## config.mk

```make
export PLATFORM = sky130hd
export DESIGN_NAME = sensor_device_flat
export DESIGN_NICKNAME = d
export VERILOG_FILES = /design/src/hw/sensor_link_pkg.sv /design/src/hw/sensor_link_if.sv /design/src/hw/sensor_device.sv /design/src/flat_wrapper.sv
export VERILOG_INCLUDE_DIRS = /design/src /design/src/hw
export SDC_FILE = /design/constraint.sdc
export NUM_CORES = 1
export LEC_CHECK = 0
export BUFFER_PORTS_ARGS = -buffer_cell sky130_fd_sc_hd__buf_4
export CAP_MARGIN = 15
export CORE_ASPECT_RATIO = 1.1
export CORE_MARGIN = 5
export CORE_UTILIZATION = 40
export DETAILED_ROUTE_END_ITERATION = 10
export PLACE_DENSITY = 0.57
export SYNTH_ARGS = -nofsm -noshare
export SYNTH_HDL_FRONTEND = slang
export SYNTH_SLANG_ARGS = --single-unit
export TNS_END_PERCENT = 100
```

## constraint.sdc

```tcl
create_clock -name CLOCK -period 2.6 [get_ports CLOCK]
set_clock_uncertainty 0.1 [all_clocks]
set_input_delay 0.52 -clock CLOCK [delete_from_list [all_inputs] [get_ports CLOCK]]
set_output_delay 0.52 -clock CLOCK [all_outputs]
set_load 0.005 [all_outputs]
```

## src/hw/sensor_link_defines.svh

```systemverilog
/*
  Constants for the three-wire sensor link: timing, framing, codes.
  Assumes a 20 MHz system clock on both ends of the link.
*/
`ifndef SENSOR_LINK_DEFINES_SVH
`define SENSOR_LINK_DEFINES_SVH

// ****************************************************************
// Timing
// ****************************************************************
`define CLOCK_HZ 20000000
`define SCLK_MAX_HZ 500000
`define SCLK_HALF_CYCLES (`CLOCK_HZ / (2 * `SCLK_MAX_HZ))
`define MCLK_HZ 32768
`define MCLK_HALF_CYCLES (`CLOCK_HZ / (2 * `MCLK_HZ))
`define CONV_TIME_US 35000
`define CONV_MCLK_EDGES (`CONV_TIME_US * `MCLK_HZ / 1000000)
`define BRIDGE_DUTY_BITS 4

// ****************************************************************
// Framing and setup codes
// ****************************************************************
`define START_MARK 3'h7
`define STOP_MARK 3'h0
`define ACK_TAIL_PULSES 11'h002
`define READ_PULSES 11'h011
`define FRAME_PULSES 5'h1f
`define SETUP_PRESSURE 4'h4
`define SETUP_TEMPERATURE 4'h2
`define SETUP_CAL_A 4'h5
`define SETUP_CAL_B 4'h6
`define SETUP_CAL_C 4'h9
`define SETUP_CAL_D 4'ha
`define RESET_PATTERN 21'h155555

// ****************************************************************
// Calibration storage and result range
// ****************************************************************
`define CAL_SLOT_A_INIT 16'h1234
`define CAL_SLOT_B_INIT 16'h5678
`define CAL_SLOT_C_INIT 16'h9abc
`define CAL_SLOT_D_INIT 16'hdef0
`define RESULT_MIN 16'h1388
`define RESULT_MAX 16'h9088

`endif

```

## src/hw/sensor_link_pkg.sv

```systemverilog
/*
  Types shared by both ends of the sensor link.
  Assumes nothing beyond a SystemVerilog compiler.
*/
package sensor_link_pkg;

  // ****************************************************************
  // Operations and states
  // ****************************************************************
  typedef enum logic [2:0] {
    OP_PRESSURE = 3'h0,
    OP_TEMPERATURE = 3'h1,
    OP_CAL_A = 3'h2,
    OP_CAL_B = 3'h3,
    OP_CAL_C = 3'h4,
    OP_CAL_D = 3'h5
  } op_t;

  typedef enum logic [2:0] {
    D_IDLE = 3'h0,
    D_ACK_TAIL = 3'h1,
    D_CONVERT = 3'h2,
    D_SHIFT = 3'h3
  } dev_state_t;

  typedef enum logic [2:0] {
    H_IDLE = 3'h0,
    H_FRAME = 3'h1,
    H_TAIL = 3'h2,
    H_WAIT = 3'h3,
    H_READ = 3'h4
  } host_state_t;

endpackage : sensor_link_pkg

```

## src/hw/sensor_link_if.sv

```systemverilog
/*
  The wires between host and sensor: serial clock, data in, data out
  and the conversion clock. Assumes both ends share no other signal.
*/
`timescale 1ns/1ps

interface sensor_link_if;
  logic sclk;
  logic din;
  logic dout;
  logic mclk;

  modport device (input sclk, input din, input mclk, output dout);
  modport host (output sclk, output din, output mclk, input dout);
endinterface : sensor_link_if

```

## src/hw/sensor_device.sv

```systemverilog
/*
  Sensor end of the three-wire link: instruction framing, reset pattern
  hunt, conversion sequencing and result or calibration shift-out.
  Assumes all link inputs are asynchronous to CLOCK; the analogue front
  end is stood in for by the two level inputs.
*/
// Summary of operation
// - Sample din, launch dout on sclk rise
// - Host samples and changes on sclk fall
// - Only the host drives the serial clock
// - Dout carries selected data and conversion status
// - Frame is start 111, setup, stop 000
// - Setup decodes to six operations
// - Raise dout on last stop bit of a conversion frame
// - Host gives two pulses, then holds low
// - Dout falling marks end of conversion
// - Host reads result with seventeen pulses
// - Readout survives a paused serial clock
// - Host reads result before next conversion
// - Reset pattern returns to idle anywhere
// - Host ignores dout during reset pattern
// - Host sends reset before each conversion
// - Four sixteen-bit calibration words held
// - One converter makes both sixteen-bit results
// - Bridge powered only in short bursts
// - Host reads calibration words once
// - Results lie within 5000 to 37000
// - Host may stop conversion clock idle
`timescale 1ns/1ps
`include "sensor_link_defines.svh"

module sensor_device #(
  parameter int CONV_EDGES = `CONV_MCLK_EDGES
) (
  input wire logic CLOCK,
  input wire logic RST_N,
  sensor_link_if.device LINK,
  input wire logic [15:0] PRESSURE_LEVEL,
  input wire logic [15:0] TEMPERATURE_LEVEL,
  output logic BRIDGE_POWER,
  output logic CONVERTING
);

  // ****************************************************************
  // Helper functions
  // ****************************************************************

  // Setup code to operation; bit 3 marks a valid code
  function automatic logic [3:0] decode_setup(input logic [3:0] code);
    unique case (code)
      `SETUP_PRESSURE: decode_setup = {1'b1, sensor_link_pkg::OP_PRESSURE};
      `SETUP_TEMPERATURE:
        decode_setup = {1'b1, sensor_link_pkg::OP_TEMPERATURE};
      `SETUP_CAL_A: decode_setup = {1'b1, sensor_link_pkg::OP_CAL_A};
      `SETUP_CAL_B: decode_setup = {1'b1, sensor_link_pkg::OP_CAL_B};
      `SETUP_CAL_C: decode_setup = {1'b1, sensor_link_pkg::OP_CAL_C};
      `SETUP_CAL_D: decode_setup = {1'b1, sensor_link_pkg::OP_CAL_D};
      default: decode_setup = 4'h0;
    endcase
  endfunction : decode_setup

  // Factory words are fixed at build time, standing in for the PROM
  function automatic logic [15:0] cal_word(input sensor_link_pkg::op_t op);
    unique case (op)
      sensor_link_pkg::OP_CAL_A: cal_word = `CAL_SLOT_A_INIT;
      sensor_link_pkg::OP_CAL_B: cal_word = `CAL_SLOT_B_INIT;
      sensor_link_pkg::OP_CAL_C: cal_word = `CAL_SLOT_C_INIT;
      default: cal_word = `CAL_SLOT_D_INIT;
    endcase
  endfunction : cal_word

  // Keep converter output inside its physical count range
  function automatic logic [15:0] clamp(input logic [15:0] level);
    if (level < `RESULT_MIN) begin
      clamp = `RESULT_MIN;
    end else if (level > `RESULT_MAX) begin
      clamp = `RESULT_MAX;
    end else begin
      clamp = level;
    end
  endfunction : clamp

  // ****************************************************************
  // Input synchronisers
  // ****************************************************************
  logic sclk_meta;
  logic sclk_sync;
  logic sclk_prev;
  logic din_meta;
  logic din_sync;
  logic mclk_meta;
  logic mclk_sync;
  logic mclk_prev;
  logic sclk_rise;
  logic mclk_rise;

  // Two flops on every pin; edge detect looks at the second only
  always_ff @(posedge CLOCK) begin
    if (!RST_N) begin
      sclk_meta <= 1'b0;
      sclk_sync <= 1'b0;
      sclk_prev <= 1'b0;
      din_meta <= 1'b0;
      din_sync <= 1'b0;
      mclk_meta <= 1'b0;
      mclk_sync <= 1'b0;
      mclk_prev <= 1'b0;
    end else begin
      sclk_meta <= LINK.sclk;
      sclk_sync <= sclk_meta;
      sclk_prev <= sclk_sync;
      din_meta <= LINK.din;
      din_sync <= din_meta;
      mclk_meta <= LINK.mclk;
      mclk_sync <= mclk_meta;
      mclk_prev <= mclk_sync;
    end
  end

  assign sclk_rise = sclk_sync & ~sclk_prev;
  assign mclk_rise = mclk_sync & ~mclk_prev;

  // ****************************************************************
  // Protocol engine
  // ****************************************************************
  sensor_link_pkg::dev_state_t state;
  sensor_link_pkg::dev_state_t next_state;
  sensor_link_pkg::op_t op;
  sensor_link_pkg::op_t next_op;
  logic [20:0] history;
  logic [20:0] next_history;
  logic [10:0] count;
  logic [10:0] next_count;
  logic [15:0] shift_out;
  logic [15:0] next_shift_out;
  logic dout;
  logic next_dout;
  logic next_bridge;
  logic next_converting;
  logic [20:0] hist_in;
  logic [3:0] decoded;
  logic frame_ok;

  assign hist_in = {history[19:0], din_sync};
  assign decoded = decode_setup(hist_in[6:3]);
  assign frame_ok = (hist_in[9:7] == `START_MARK)
                  & (hist_in[2:0] == `STOP_MARK) & decoded[3];

  // Next-state logic; the reset pattern overrides every state
  always_comb begin
    next_state = state;
    next_op = op;
    next_history = history;
    next_count = count;
    next_shift_out = shift_out;
    next_dout = dout;
    next_bridge = 1'b0;
    next_converting = 1'b0;
    if (sclk_rise) begin
      next_history = hist_in;
    end
    if (sclk_rise && hist_in == `RESET_PATTERN) begin
      next_state = sensor_link_pkg::D_IDLE;
      next_history = 21'h000000;
      next_dout = 1'b0;
    end else begin
      unique case (state)
        sensor_link_pkg::D_IDLE: begin
          if (sclk_rise && frame_ok) begin
            next_op = sensor_link_pkg::op_t'(decoded[2:0]);
            next_history = 21'h000000;
            if (decoded[2:1] == 2'h0) begin
              next_dout = 1'b1;
              next_count = `ACK_TAIL_PULSES;
              next_state = sensor_link_pkg::D_ACK_TAIL;
            end else begin
              next_shift_out = cal_word(sensor_link_pkg::op_t'(decoded[2:0]));
              next_count = `READ_PULSES;
              next_state = sensor_link_pkg::D_SHIFT;
            end
          end
        end
        sensor_link_pkg::D_ACK_TAIL: begin
          // Conversion starts after the two trailing pulses
          if (sclk_rise) begin
            next_count = count - 11'h001;
            if (count == 11'h001) begin
              next_count = 11'(CONV_EDGES);
              next_state = sensor_link_pkg::D_CONVERT;
            end
          end
        end
        sensor_link_pkg::D_CONVERT: begin
          next_converting = 1'b1;
          // One slot in sixteen; the last slot always, so short runs too
          next_bridge = (count[`BRIDGE_DUTY_BITS-1:0] == 4'h1);
          if (mclk_rise) begin
            next_count = count - 11'h001;
            if (count == 11'h001) begin
              next_dout = 1'b0;
              next_bridge = 1'b0;
              next_converting = 1'b0;
              next_shift_out = (op == sensor_link_pkg::OP_PRESSURE) ?
                clamp(PRESSURE_LEVEL) : clamp(TEMPERATURE_LEVEL);
              next_count = `READ_PULSES;
              next_state = sensor_link_pkg::D_SHIFT;
            end
          end
        end
        sensor_link_pkg::D_SHIFT: begin
          // Waits on sclk edges only, so a held clock just pauses
          if (sclk_rise) begin
            next_dout = shift_out[15];
            next_shift_out = {shift_out[14:0], 1'b0};
            next_count = count - 11'h001;
            if (count == 11'h001) begin
              next_dout = 1'b0;
              next_history = 21'h000000;
              next_state = sensor_link_pkg::D_IDLE;
            end
          end
        end
        default: begin
          next_state = sensor_link_pkg::D_IDLE;
        end
      endcase
    end
  end

  // State registers
  always_ff @(posedge CLOCK) begin
    if (!RST_N) begin
      state <= sensor_link_pkg::D_IDLE;
      op <= sensor_link_pkg::OP_PRESSURE;
      history <= 21'h000000;
      count <= 11'h000;
      shift_out <= 16'h0000;
      dout <= 1'b0;
      BRIDGE_POWER <= 1'b0;
      CONVERTING <= 1'b0;
    end else begin
      state <= next_state;
      op <= next_op;
      history <= next_history;
      count <= next_count;
      shift_out <= next_shift_out;
      dout <= next_dout;
      BRIDGE_POWER <= next_bridge;
      CONVERTING <= next_converting;
    end
  end

  assign LINK.dout = dout;

endmodule : sensor_device

```

## src/flat_wrapper.sv

```systemverilog
// flat-port wrapper written by rule: the top's interface ports become plain ports
module sensor_device_flat 
#(
  parameter int CONV_EDGES = `CONV_MCLK_EDGES
)
  (CLOCK, RST_N, PRESSURE_LEVEL, TEMPERATURE_LEVEL, BRIDGE_POWER, CONVERTING, LINK_sclk, LINK_din, LINK_mclk, LINK_dout);
  sensor_link_if LINK_i ();
  input wire logic CLOCK;
  input wire logic RST_N;
  input wire logic [15:0] PRESSURE_LEVEL;
  input wire logic [15:0] TEMPERATURE_LEVEL;
  output logic BRIDGE_POWER;
  output logic CONVERTING;
  input wire logic [$bits(LINK_i.sclk)-1:0] LINK_sclk;
  input wire logic [$bits(LINK_i.din)-1:0] LINK_din;
  input wire logic [$bits(LINK_i.mclk)-1:0] LINK_mclk;
  output wire logic [$bits(LINK_i.dout)-1:0] LINK_dout;
  assign LINK_i.sclk = LINK_sclk;
  assign LINK_i.din = LINK_din;
  assign LINK_i.mclk = LINK_mclk;
  assign LINK_dout = LINK_i.dout;
  sensor_device #(.CONV_EDGES(CONV_EDGES)) u_core (.CLOCK(CLOCK), .RST_N(RST_N), .LINK(LINK_i), .PRESSURE_LEVEL(PRESSURE_LEVEL), .TEMPERATURE_LEVEL(TEMPERATURE_LEVEL), .BRIDGE_POWER(BRIDGE_POWER), .CONVERTING(CONVERTING));
endmodule
```

==> out/metrics.cfg, run 1 <==
[pwr]
combPwrFrac_pct=19.8
seqPwrFrac_pct=43.8
p_clk_share_pct=36.3
power_leakage_nw=1.522
peakVddDrop_mv=0.3177
internal-power_mw=1.665
p_switching_mw=0.6682
p_sw_share_pct=28.64
powerDensity_nw_per_um2=565.3
finalPower_mw=2.333

[clock_tree]
cts_tree=yes
clk_pin_slew_ns=0.07
worst_skew_pair.late_latency_ns=0.34
cts_buffers=9
cts.sinks=63
clockBufferDepth=2
cts_max_level=3
root_buffer=clkbuf_8

[floorplanning]
chipWidth_um=97.46
start_util_pct=40.45
coreArea_um2=8320
fp.dieH_um=106.2
io_pins=40
die_area_um2=10350
std_cell_rows=35

[synthesis]
syn_avg_cell_area_um2=8.209
ys_types=68
ys_seq_elements=63
synth.yosys.warnings=0
synth_edf_count=0
ys_seq_area_share_pct=37.47
syn_nets=454
async_reset_ff_share_pct=0
netlist_area_um2=3366
dominantRegCellSynth=dfxtp_1
synthesis.instances=410

[setup_path]
crit_type=reg -> reg
reg2reg_to=u_core.count[9]
cp.arrival_ns=2.58
startpoint_type=flip-flop
worstReg2RegStart=u_core.count[1]
cp_max_fo=7
endpoint_kind=flip-flop
rrSetupSlack_ns=0.16
worstPathRequired_ns=2.74
ff2ff_path_depth=7

[place]
gp_congestion=0.8609
place_area_um2=3909
numPortBuffers=39
dp_hpwl_um=6640

[route]
first_iter_violations=135
vias_per_cell=5.613
vias=3267
ant_nets=0
drt_wl_total_um=8991
wl_per_cell_um=15.45
firstDrtPassIters=4
remaining_drc_errors=0

[grt]
grt_pass1_vias=3131
antenna_found_initial=0
grt.total_usage_pct=17.63
grt_max_degree=33
grt_pass1_wl_um=14920
grt-ovfl-total=0

[worst_hold_path]
hold_depth=2
holdCritPathClass=in -> reg
hp-start=LINK_mclk
min_to=u_core.mclk_meta

[sta]
rsz0062_at_grt=false
worstMarginPinSlew_ns=0.5196
hold_viol_final=0
slew-limit-headroom_pct=65.09
setup_viol=0
maxSlewViolCount=0
fmax_mhz=409.9
period_share_pct=93.84
min_period_ns=2.440

[final_layout]
nNetsFinal=510
fin_util_pct=49.59
fin_area_um2=4126
mostFrequentLayoutCell=buf_4
num_antenna_cells=0
drive_gt1_share_pct=22.93
area_delta_synth_final_pct=22.60
final_cell_mix=68 x buf_4, 63 x dfxtp_1, 62 x nand2_1
num-fill-cells=813

[job]
drv_cap=0

[run_status]
status=finished clean

==> synthesized netlist by cell type, drive strengths merged (2+ instances only) <==
cell / instances / area [µm²]
dfxtp: 63 / 1261
nand2: 62 / 232.7
a21oi: 36 / 180.2
nor2: 24 / 90.09
o21ai: 22 / 110.1
a31oi: 17 / 106.4
clkbuf: 14 / 62.56
inv: 12 / 45.04
nor3: 12 / 65.06
and2: 9 / 56.30
buf: 9 / 52.55
nand2b: 9 / 56.30
or3: 9 / 57.56
nand4: 8 / 50.05
ha: 7 / 87.58
a211oi: 6 / 45.04
or4: 6 / 52.55
a221oi: 5 / 43.79
a22oi: 5 / 37.54
a21o: 4 / 31.28
and3: 4 / 25.02
nand3: 4 / 20.02
nor4bb: 4 / 40.04
o21a: 4 / 30.03
o221a: 4 / 53.80
o221ai: 4 / 35.03
o211ai: 3 / 36.28
or2: 3 / 18.77
a211o: 2 / 17.52
a21bo: 2 / 20.02
a222oi: 2 / 20.02
a2bb2oi: 2 / 17.52
a311oi: 2 / 17.52
and4: 2 / 17.52
mux2i: 2 / 20.02
nand4b: 2 / 17.52
nor4: 2 / 25.02
o22ai: 2 / 12.51
or3b: 2 / 17.52
xnor2: 2 / 17.52
==> per-layer routing <==
metal  wire length [µm]  track usage, %
met2               4341           29.33
met3                480           4.331
met1               4037           22.06
met4                132           6.627
met5                  0               0
==> power groups by stage <==
stage               Clock (mW)  Sequential (mW)  Combinational (mW)
floorplan                    0             1.04               0.277
global placement             0             1.04               0.445
detailed placement           0             1.04               0.449
CTS                      0.874             1.02               0.453
global route             0.919             1.03               0.512
finish                   0.848             1.02               0.463
==> sequential cells by signal, indices dropped and copies added (netlist names) <==
signal	cells
u_core.mclk_prev	1
u_core.din_sync	1
u_core.mclk_sync	1
u_core.state	2
u_core.history	20
u_core.op	3
u_core.sclk_prev	1
u_core.LINK.dout	1
u_core.count	11
u_core.BRIDGE_POWER	1
u_core.mclk_meta	1
u_core.sclk_sync	1
u_core.sclk_meta	1
u_core.CONVERTING	1
u_core.din_meta	1
u_core.shift_out	16
==> metrics by stage <==
stage	hold slack (ns)	setup WS [ns]	setup TNS [ns]	cells
final	0.2852	0.1601	0	582
after global routing	0.2640	0.001107	0	582
after CTS	0.2704	0.03789	0	582
after detailed placement	0.3185	-0.08532	-0.5456	566
after global placement	0.3146	-0.04967	-0.2857	566
after floorplan	0.3119	0.1695	0	410
==> worst max-delay path by stage <==
stage | end | from | cells past startpoint | slack (ns)
floorplan | u_core.shift_out[3] | TEMPERATURE_LEVEL[14] | 6 | 0.17
global placement | u_core.shift_out[6] | PRESSURE_LEVEL[0] | 7 | -0.05
detailed placement | u_core.shift_out[5] | PRESSURE_LEVEL[0] | 7 | -0.09
CTS | u_core.history[1] | u_core.count[1] | 9 | 0.04
global route | u_core.shift_out[5] | u_core.history[8] | 8 | 0.001
finish | u_core.count[9] | u_core.count[1] | 7 | 0.16
==> cell type report <==
cell class | count | area (µm²) | share of cell area, %
clock inverters | 6 | 60.06 | 1.455
flip-flops and latches | 63 | 1261 | 30.56
well taps | 111 | 138.9 | 3.366
multi-input cells | 312 | 1973 | 47.82
clock buffers | 10 | 137.6 | 3.335
repair buffers | 68 | 510.5 | 12.37
inverters | 12 | 45.04 | 1.092
==> cell families (layout without fill, tap and decap cells) <==
kind of cell	Yosys count	in the layout	synth area share, %
AO/OA/AOI/OAI	131	131	26.77
AND/OR/NAND/NOR	168	168	26.69
multiplexers	3	3	0.9294
XOR/XNOR	3	3	0.7808
adder cells (fa/ha/maj)	7	7	2.602
flip-flops	63	63	37.47
buffers and inverters	35	96	4.758
==> repair_timing <==
item | in CTS | in global routing
endpoints found under the setup margin | 0 | 44
gates resized for setup | 0 | 5
hold buffers | 0 | 0
endpoints found under the hold margin | 0 | 0
buffers inserted | 0 | 0
==> worst max-delay path, cell delays in order, from the launching register on <==
cell,delay (ns)
dfxtp_1,0.32
inv_1,0.07
ha_1,0.14
or3b_1,0.42
or4_4,0.58
a22o_1,0.28
a21o_1,0.18
a32o_1,0.24
No activity file was read; power rests on OpenSTA's default activity.
==> run 2, diff against run 1 <==
- CORE_UTILIZATION: 40 -> 45
- PLACE_DENSITY: 0.57 -> 0.63
==> out/metrics.cfg, run 2 (synthesis results as in run 1) <==
[setup_path]
endpoint_kind=flip-flop  ; unchanged
cp_max_fo=9  ; was 7
cp.arrival_ns=2.62  ; was 2.58 ns
startpoint_type=flip-flop  ; unchanged
worstPathRequired_ns=2.77  ; was 2.74 ns
crit_type=reg -> reg  ; unchanged

[final_layout]
largest_register_ffs=20  ; unchanged
area_delta_synth_final_pct=24.05  ; was 22.60%
nNetsFinal=523  ; was 510
reg_top3=u_core.history: 20 flops, u_core.shift_out: 16 flops, u_core.count: 11 flops  ; unchanged
drive_gt1_share_pct=25.41  ; was 22.93%
mostFrequentLayoutCell=buf_4  ; unchanged
num_antenna_cells=0  ; unchanged
largest_register=u_core.history  ; unchanged
final_cell_mix=79 x buf_4, 63 x dfxtp_1, 62 x nand2_1  ; was 68 x buf_4, 63 x dfxtp_1, 62 x nand2_1

[clock_tree]
clockBufferDepth=2  ; unchanged
post_cts_buffers=0  ; unchanged
cts.sinks=63  ; unchanged
cts_max_level=3  ; unchanged
worst_skew_pair.late_latency_ns=0.34  ; about the same
cts_hold_buf=0  ; unchanged
cts_buffers=9  ; unchanged
root_buffer=clkbuf_8  ; unchanged
clk_pin_slew_ns=0.07  ; about the same
cts_tree=yes  ; unchanged

[pwr]
powerDensity_nw_per_um2=534.2  ; was 565.3 nW/µm²
finalPower_mw=2.230  ; was 2.333 mW
power_leakage_nw=1.580  ; was 1.522 nW
peakVddDrop_mv=0.3441  ; was 0.3177 mV

[grt]
grt-ovfl-total=0  ; unchanged
grt_pass1_wl_um=14600  ; was 14920 µm
grt.total_usage_pct=19.48  ; was 17.63%
antenna_found_initial=0  ; unchanged
grt_max_degree=33  ; unchanged
grt_pass1_vias=3183  ; was 3131

[worst_hold_path]
holdCritPathClass=in -> reg  ; unchanged

[route]
wl_per_cell_um=15.43  ; was 15.45 µm
vias_per_cell=5.785  ; was 5.613
first_iter_violations=179  ; was 135
firstDrtPassIters=4  ; unchanged
vias=3303  ; was 3267
ant_nets=0  ; unchanged
drt_wl_total_um=8812  ; was 8991 µm
remaining_drc_errors=0  ; unchanged

[place]
dp_hpwl_um=6494  ; was 6640 µm
gp_congestion=0.9628  ; was 0.8609
numPortBuffers=39  ; unchanged

[run_status]
status=finished clean  ; unchanged

[floorplanning]
chipWidth_um=92.46  ; was 97.46 µm
std_cell_rows=33  ; was 35
die_area_um2=9311  ; was 10350 µm²
io_pins=40  ; unchanged
start_util_pct=45.54  ; was 40.45%
coreArea_um2=7391  ; was 8320 µm²
fp.dieH_um=100.7  ; was 106.2 µm

[sta]
maxSlewViolCount=0  ; unchanged
min_period_ns=2.450  ; was 2.440 ns
fmax_mhz=408.2  ; was 409.9 MHz
finalSetupTns_ns=0  ; unchanged
slew-limit-headroom_pct=57.83  ; was 65.09%
worstMarginPinSlew_ns=0.6291  ; was 0.5196 ns
hold_ws_ns=0.2818  ; was 0.2852 ns
hold_viol_final=0  ; unchanged
period_share_pct=94.22  ; was 93.84%
setup_viol=0  ; unchanged

[job]
drv_cap=0  ; unchanged

-- run 2: timing repair --
item                                    CTS  global route
pin swaps                                 0             1
resized for setup                         1             6
cloned                                    0             1
endpoints found under the setup margin    4            30
-- run 2: worst max-delay path, stage by stage (launching register included) --
cell and delay (ns):
dfxtp_1 0.32, inv_1 0.07, ha_1 0.13, or3b_4 0.40, nor4_4 0.31, o21ai_2 0.12, nor4_4 0.42, buf_2 0.28
o21ai_0 0.09, a31oi_1 0.14
-- run 2: path summary, 6_finish.rpt --
kind | start | end | slack [ns] | depth (start not counted)
worst max-delay path | u_core.count[1] | u_core.shift_out[6] | 0.15 | 9
worst min-delay path | LINK_mclk | u_core.mclk_meta | 0.28 | 2
worst max register to register | u_core.count[1] | u_core.shift_out[6] | 0.15 | 9
worst min register to register | u_core.mclk_meta | u_core.mclk_sync | 0.34 | 1
-- run 2: area by class of cell --
type	instances	area [µm²]
fill	707	3216
sequential	63	1261
clock buffer	9	123.9
inverter	12	45.04
timing repair buffer	81	609.3
tap	87	108.9
multi-input combinational	312	1977
clock inverter	7	50.05
-- run 2: metrics by stage --
step / instances / cell area [µm²] / worst slack (ns) / utilization [%]
2_1_floorplan: 410 / 3366 / 0.1695 / -
3_3_place_gp: 554 / 3969 / -0.04631 / 53.70
3_5_place_dp: 554 / 3969 / -0.1114 / 53.70
4_1_cts: 570 / 4148 / 0.1177 / 56.12
5_1_grt: 571 / 4175 / -0.02246 / 56.49
6_report: 571 / 4175 / 0.1502 / 56.49
-- run 2: routing by layer --
metal	wire [µm]	vias to the layer above	track usage [%]
li1	-	1665	-
met1	4067	1545	24.79
met2	4225	77	32.20
met3	358	16	3.510
met4	161	0	8.800
met5	0	-	0
-- run 2: where the power goes --
group,leakage [nW],internal [mW],switching (mW)
combinational,0.990,0.212,0.251
clock,0.0812,0.344,0.403
sequential,0.509,0.995,0.0253
total,1.58,1.55,0.679
==> run 3, diff against run 2 <==
- CORE_UTILIZATION: 45 -> 58
- PLACE_DENSITY: 0.63 -> 0.78
==> out/metrics.cfg, run 3 (synthesis results as in run 1) <==
[final_layout]
mostFrequentLayoutCell=buf_4  ; unchanged
final_cell_mix=75 x buf_4, 63 x dfxtp_1, 62 x nand2_1  ; was 79 x buf_4, 63 x dfxtp_1, 62 x nand2_1
num_antenna_cells=0  ; unchanged
stdcell_count=556  ; was 571
reg_top3=u_core.history: 20 flops, u_core.shift_out: 16 flops, u_core.count: 11 flops  ; unchanged
seqCellArea_um2=1261  ; unchanged
multi_input_area_um2=1957  ; was 1977 µm²
num-fill-cells=446  ; was 707
largest_register=u_core.history  ; unchanged
largest_register_ffs=20  ; unchanged
fin_util_pct=72.41  ; was 56.49%
area_delta_synth_final_pct=22.57  ; was 24.05%
nNetsFinal=518  ; was 523
drive_gt1_share_pct=24.01  ; was 25.41%
fin_area_um2=4125  ; was 4175 µm²

[pwr]
powerDensity_nw_per_um2=562.9  ; was 534.2 nW/µm²
power_leakage_nw=1.560  ; was 1.580 nW
peakVddDrop_mv=0.4557  ; was 0.3441 mV

[clock_tree]
post_cts_buffers=0  ; unchanged
worst_skew_pair.late_latency_ns=0.33  ; was 0.34 ns
cts_max_level=3  ; unchanged
root_buffer=clkbuf_8  ; unchanged
cts_buffers=9  ; unchanged
clk_pin_slew_ns=0.07  ; about the same
clockBufferDepth=2  ; unchanged
cts.sinks=63  ; unchanged
cts_tree=yes  ; unchanged

[setup_path]
ff2ff_path_depth=8  ; was 9
endpoint_kind=flip-flop  ; unchanged
crit_start=u_core.history[6]  ; was u_core.count[1]
worstPathRequired_ns=2.72  ; was 2.77 ns
reg2reg_to=u_core.count[9]  ; was u_core.shift_out[6]
cp_max_fo=11  ; was 9
crit_type=reg -> reg  ; unchanged
cp.arrival_ns=2.60  ; was 2.62 ns
worstSetupEndpoint=u_core.count[9]  ; was u_core.shift_out[6]
rrSetupSlack_ns=0.13  ; was 0.15 ns
startpoint_type=flip-flop  ; unchanged
worstReg2RegStart=u_core.history[6]  ; was u_core.count[1]

[sta]
finalSetupTns_ns=0  ; unchanged
hold_viol_final=0  ; unchanged
hold_ws_ns=0.2974  ; was 0.2818 ns
fmax_mhz=404.3  ; was 408.2 MHz
slew-limit-headroom_pct=66.52  ; was 57.83%
min_period_ns=2.473  ; was 2.450 ns
period_share_pct=95.12  ; was 94.22%
worstMarginPinSlew_ns=0.5004  ; was 0.6291 ns
rsz0062_at_grt=false
setup_viol=0  ; unchanged
maxSlewViolCount=0  ; unchanged

[floorplanning]
start_util_pct=59.08  ; was 45.54%
fp.dieH_um=89.90  ; was 100.7 µm
std_cell_rows=29  ; was 33
chipWidth_um=82.63  ; was 92.46 µm
die_area_um2=7428  ; was 9311 µm²
io_pins=40  ; unchanged
coreArea_um2=5697  ; was 7391 µm²

[place]
dp_hpwl_um=6371  ; was 6494 µm
dpl.cell_count=540  ; was 554
numPortBuffers=39  ; unchanged
gp_congestion=0.9556  ; was 0.9628
place_area_um2=3924  ; was 3969 µm²

[route]
ant_nets=0  ; unchanged
firstDrtPassIters=7  ; was 4
remaining_drc_errors=0  ; unchanged
first_iter_violations=200  ; was 179
wl_per_cell_um=15.72  ; was 15.43 µm
vias_per_cell=6.045  ; was 5.785
drt_wl_total_um=8740  ; was 8812 µm
vias=3361  ; was 3303

[grt]
grt_pass1_vias=3153  ; was 3183
grt_pass1_wl_um=14550  ; was 14600 µm
grt_max_degree=33  ; unchanged
antenna_found_initial=0  ; unchanged
use_met2_pct=39.30  ; was 32.20%
busiest_layer=met2  ; unchanged
global_route.usage.met1_pct=32.23  ; was 24.79%
grt.total_usage_pct=24.47  ; was 19.48%
met3_usage_pct=4.400  ; was 3.510%
grt-ovfl-total=0  ; unchanged

[job]
drv_cap=0  ; unchanged

[worst_hold_path]
holdCritPathClass=in -> reg  ; unchanged

[run_status]
status=finished clean  ; unchanged

[run 3: worst max-delay path: stages, from the launching register on]
cell	delay, ns
dfxtp_1	0.31
buf_4	0.14
or4bb_1	0.48
or3_1	0.32
nor3_2	0.27
nor3_1	0.15
buf_2	0.21
and3_1	0.18
a32o_1	0.21
[run 3: worst min path at each step]
stage	slack, ns	to	depth (start not counted)	from
floorplan	0.31	u_core.din_sync	1	u_core.din_meta
global placement	0.31	u_core.mclk_sync	1	u_core.mclk_meta
detailed placement	0.32	u_core.mclk_sync	1	u_core.mclk_meta
CTS	0.29	u_core.mclk_meta	2	LINK_mclk
global route	0.29	u_core.sclk_meta	2	LINK_sclk
finish	0.30	u_core.mclk_meta	2	LINK_mclk
[run 3: repair_timing]
| item | 4_1_cts | 5_1_grt |
|---|---|---|
| endpoints found under the hold margin | 0 | 0 |
| hold buffers | 0 | 0 |
| gates resized for setup | 0 | 2 |
| endpoints found under the setup margin | 0 | 22 |
[run 3: through the flow]
step | power, mW | setup WS, ns
detailed placement | 1.490 | -0.07440
finish | 2.322 | 0.1268
global route | 2.446 | 0.003789
floorplan | 1.313 | 0.1695
global placement | 1.476 | -0.03879
CTS | 2.328 | 0.09931
[run 3: metal layers]
| metal | vias to the layer above | wire (µm) | part of all wire, % |
|---|---|---|---|
| met2 | 106 | 4299 | 49 |
| met4 | 0 | 157 | 1.8 |
| li1 | 1652 | - | - |
| met1 | 1588 | 3845 | 44 |
| met5 | - | 0 | 0 |
| met3 | 15 | 437 | 5.0 |
[run 3: final cells by class]
cell class                 instances  share of cell area [%]
clock buffer                      10                   3.336
clock inverter                     6                   1.456
inverter                          12                   1.092
multi-input combinational        312                   47.44
sequential                        63                   30.57
tap                               77                   2.335
timing repair buffer              76                   13.77
[run 3: where the power goes]
group | switching, mW | internal [mW]
Sequential | 0.0251 | 0.996
Clock | 0.378 | 0.463
Combinational | 0.251 | 0.209
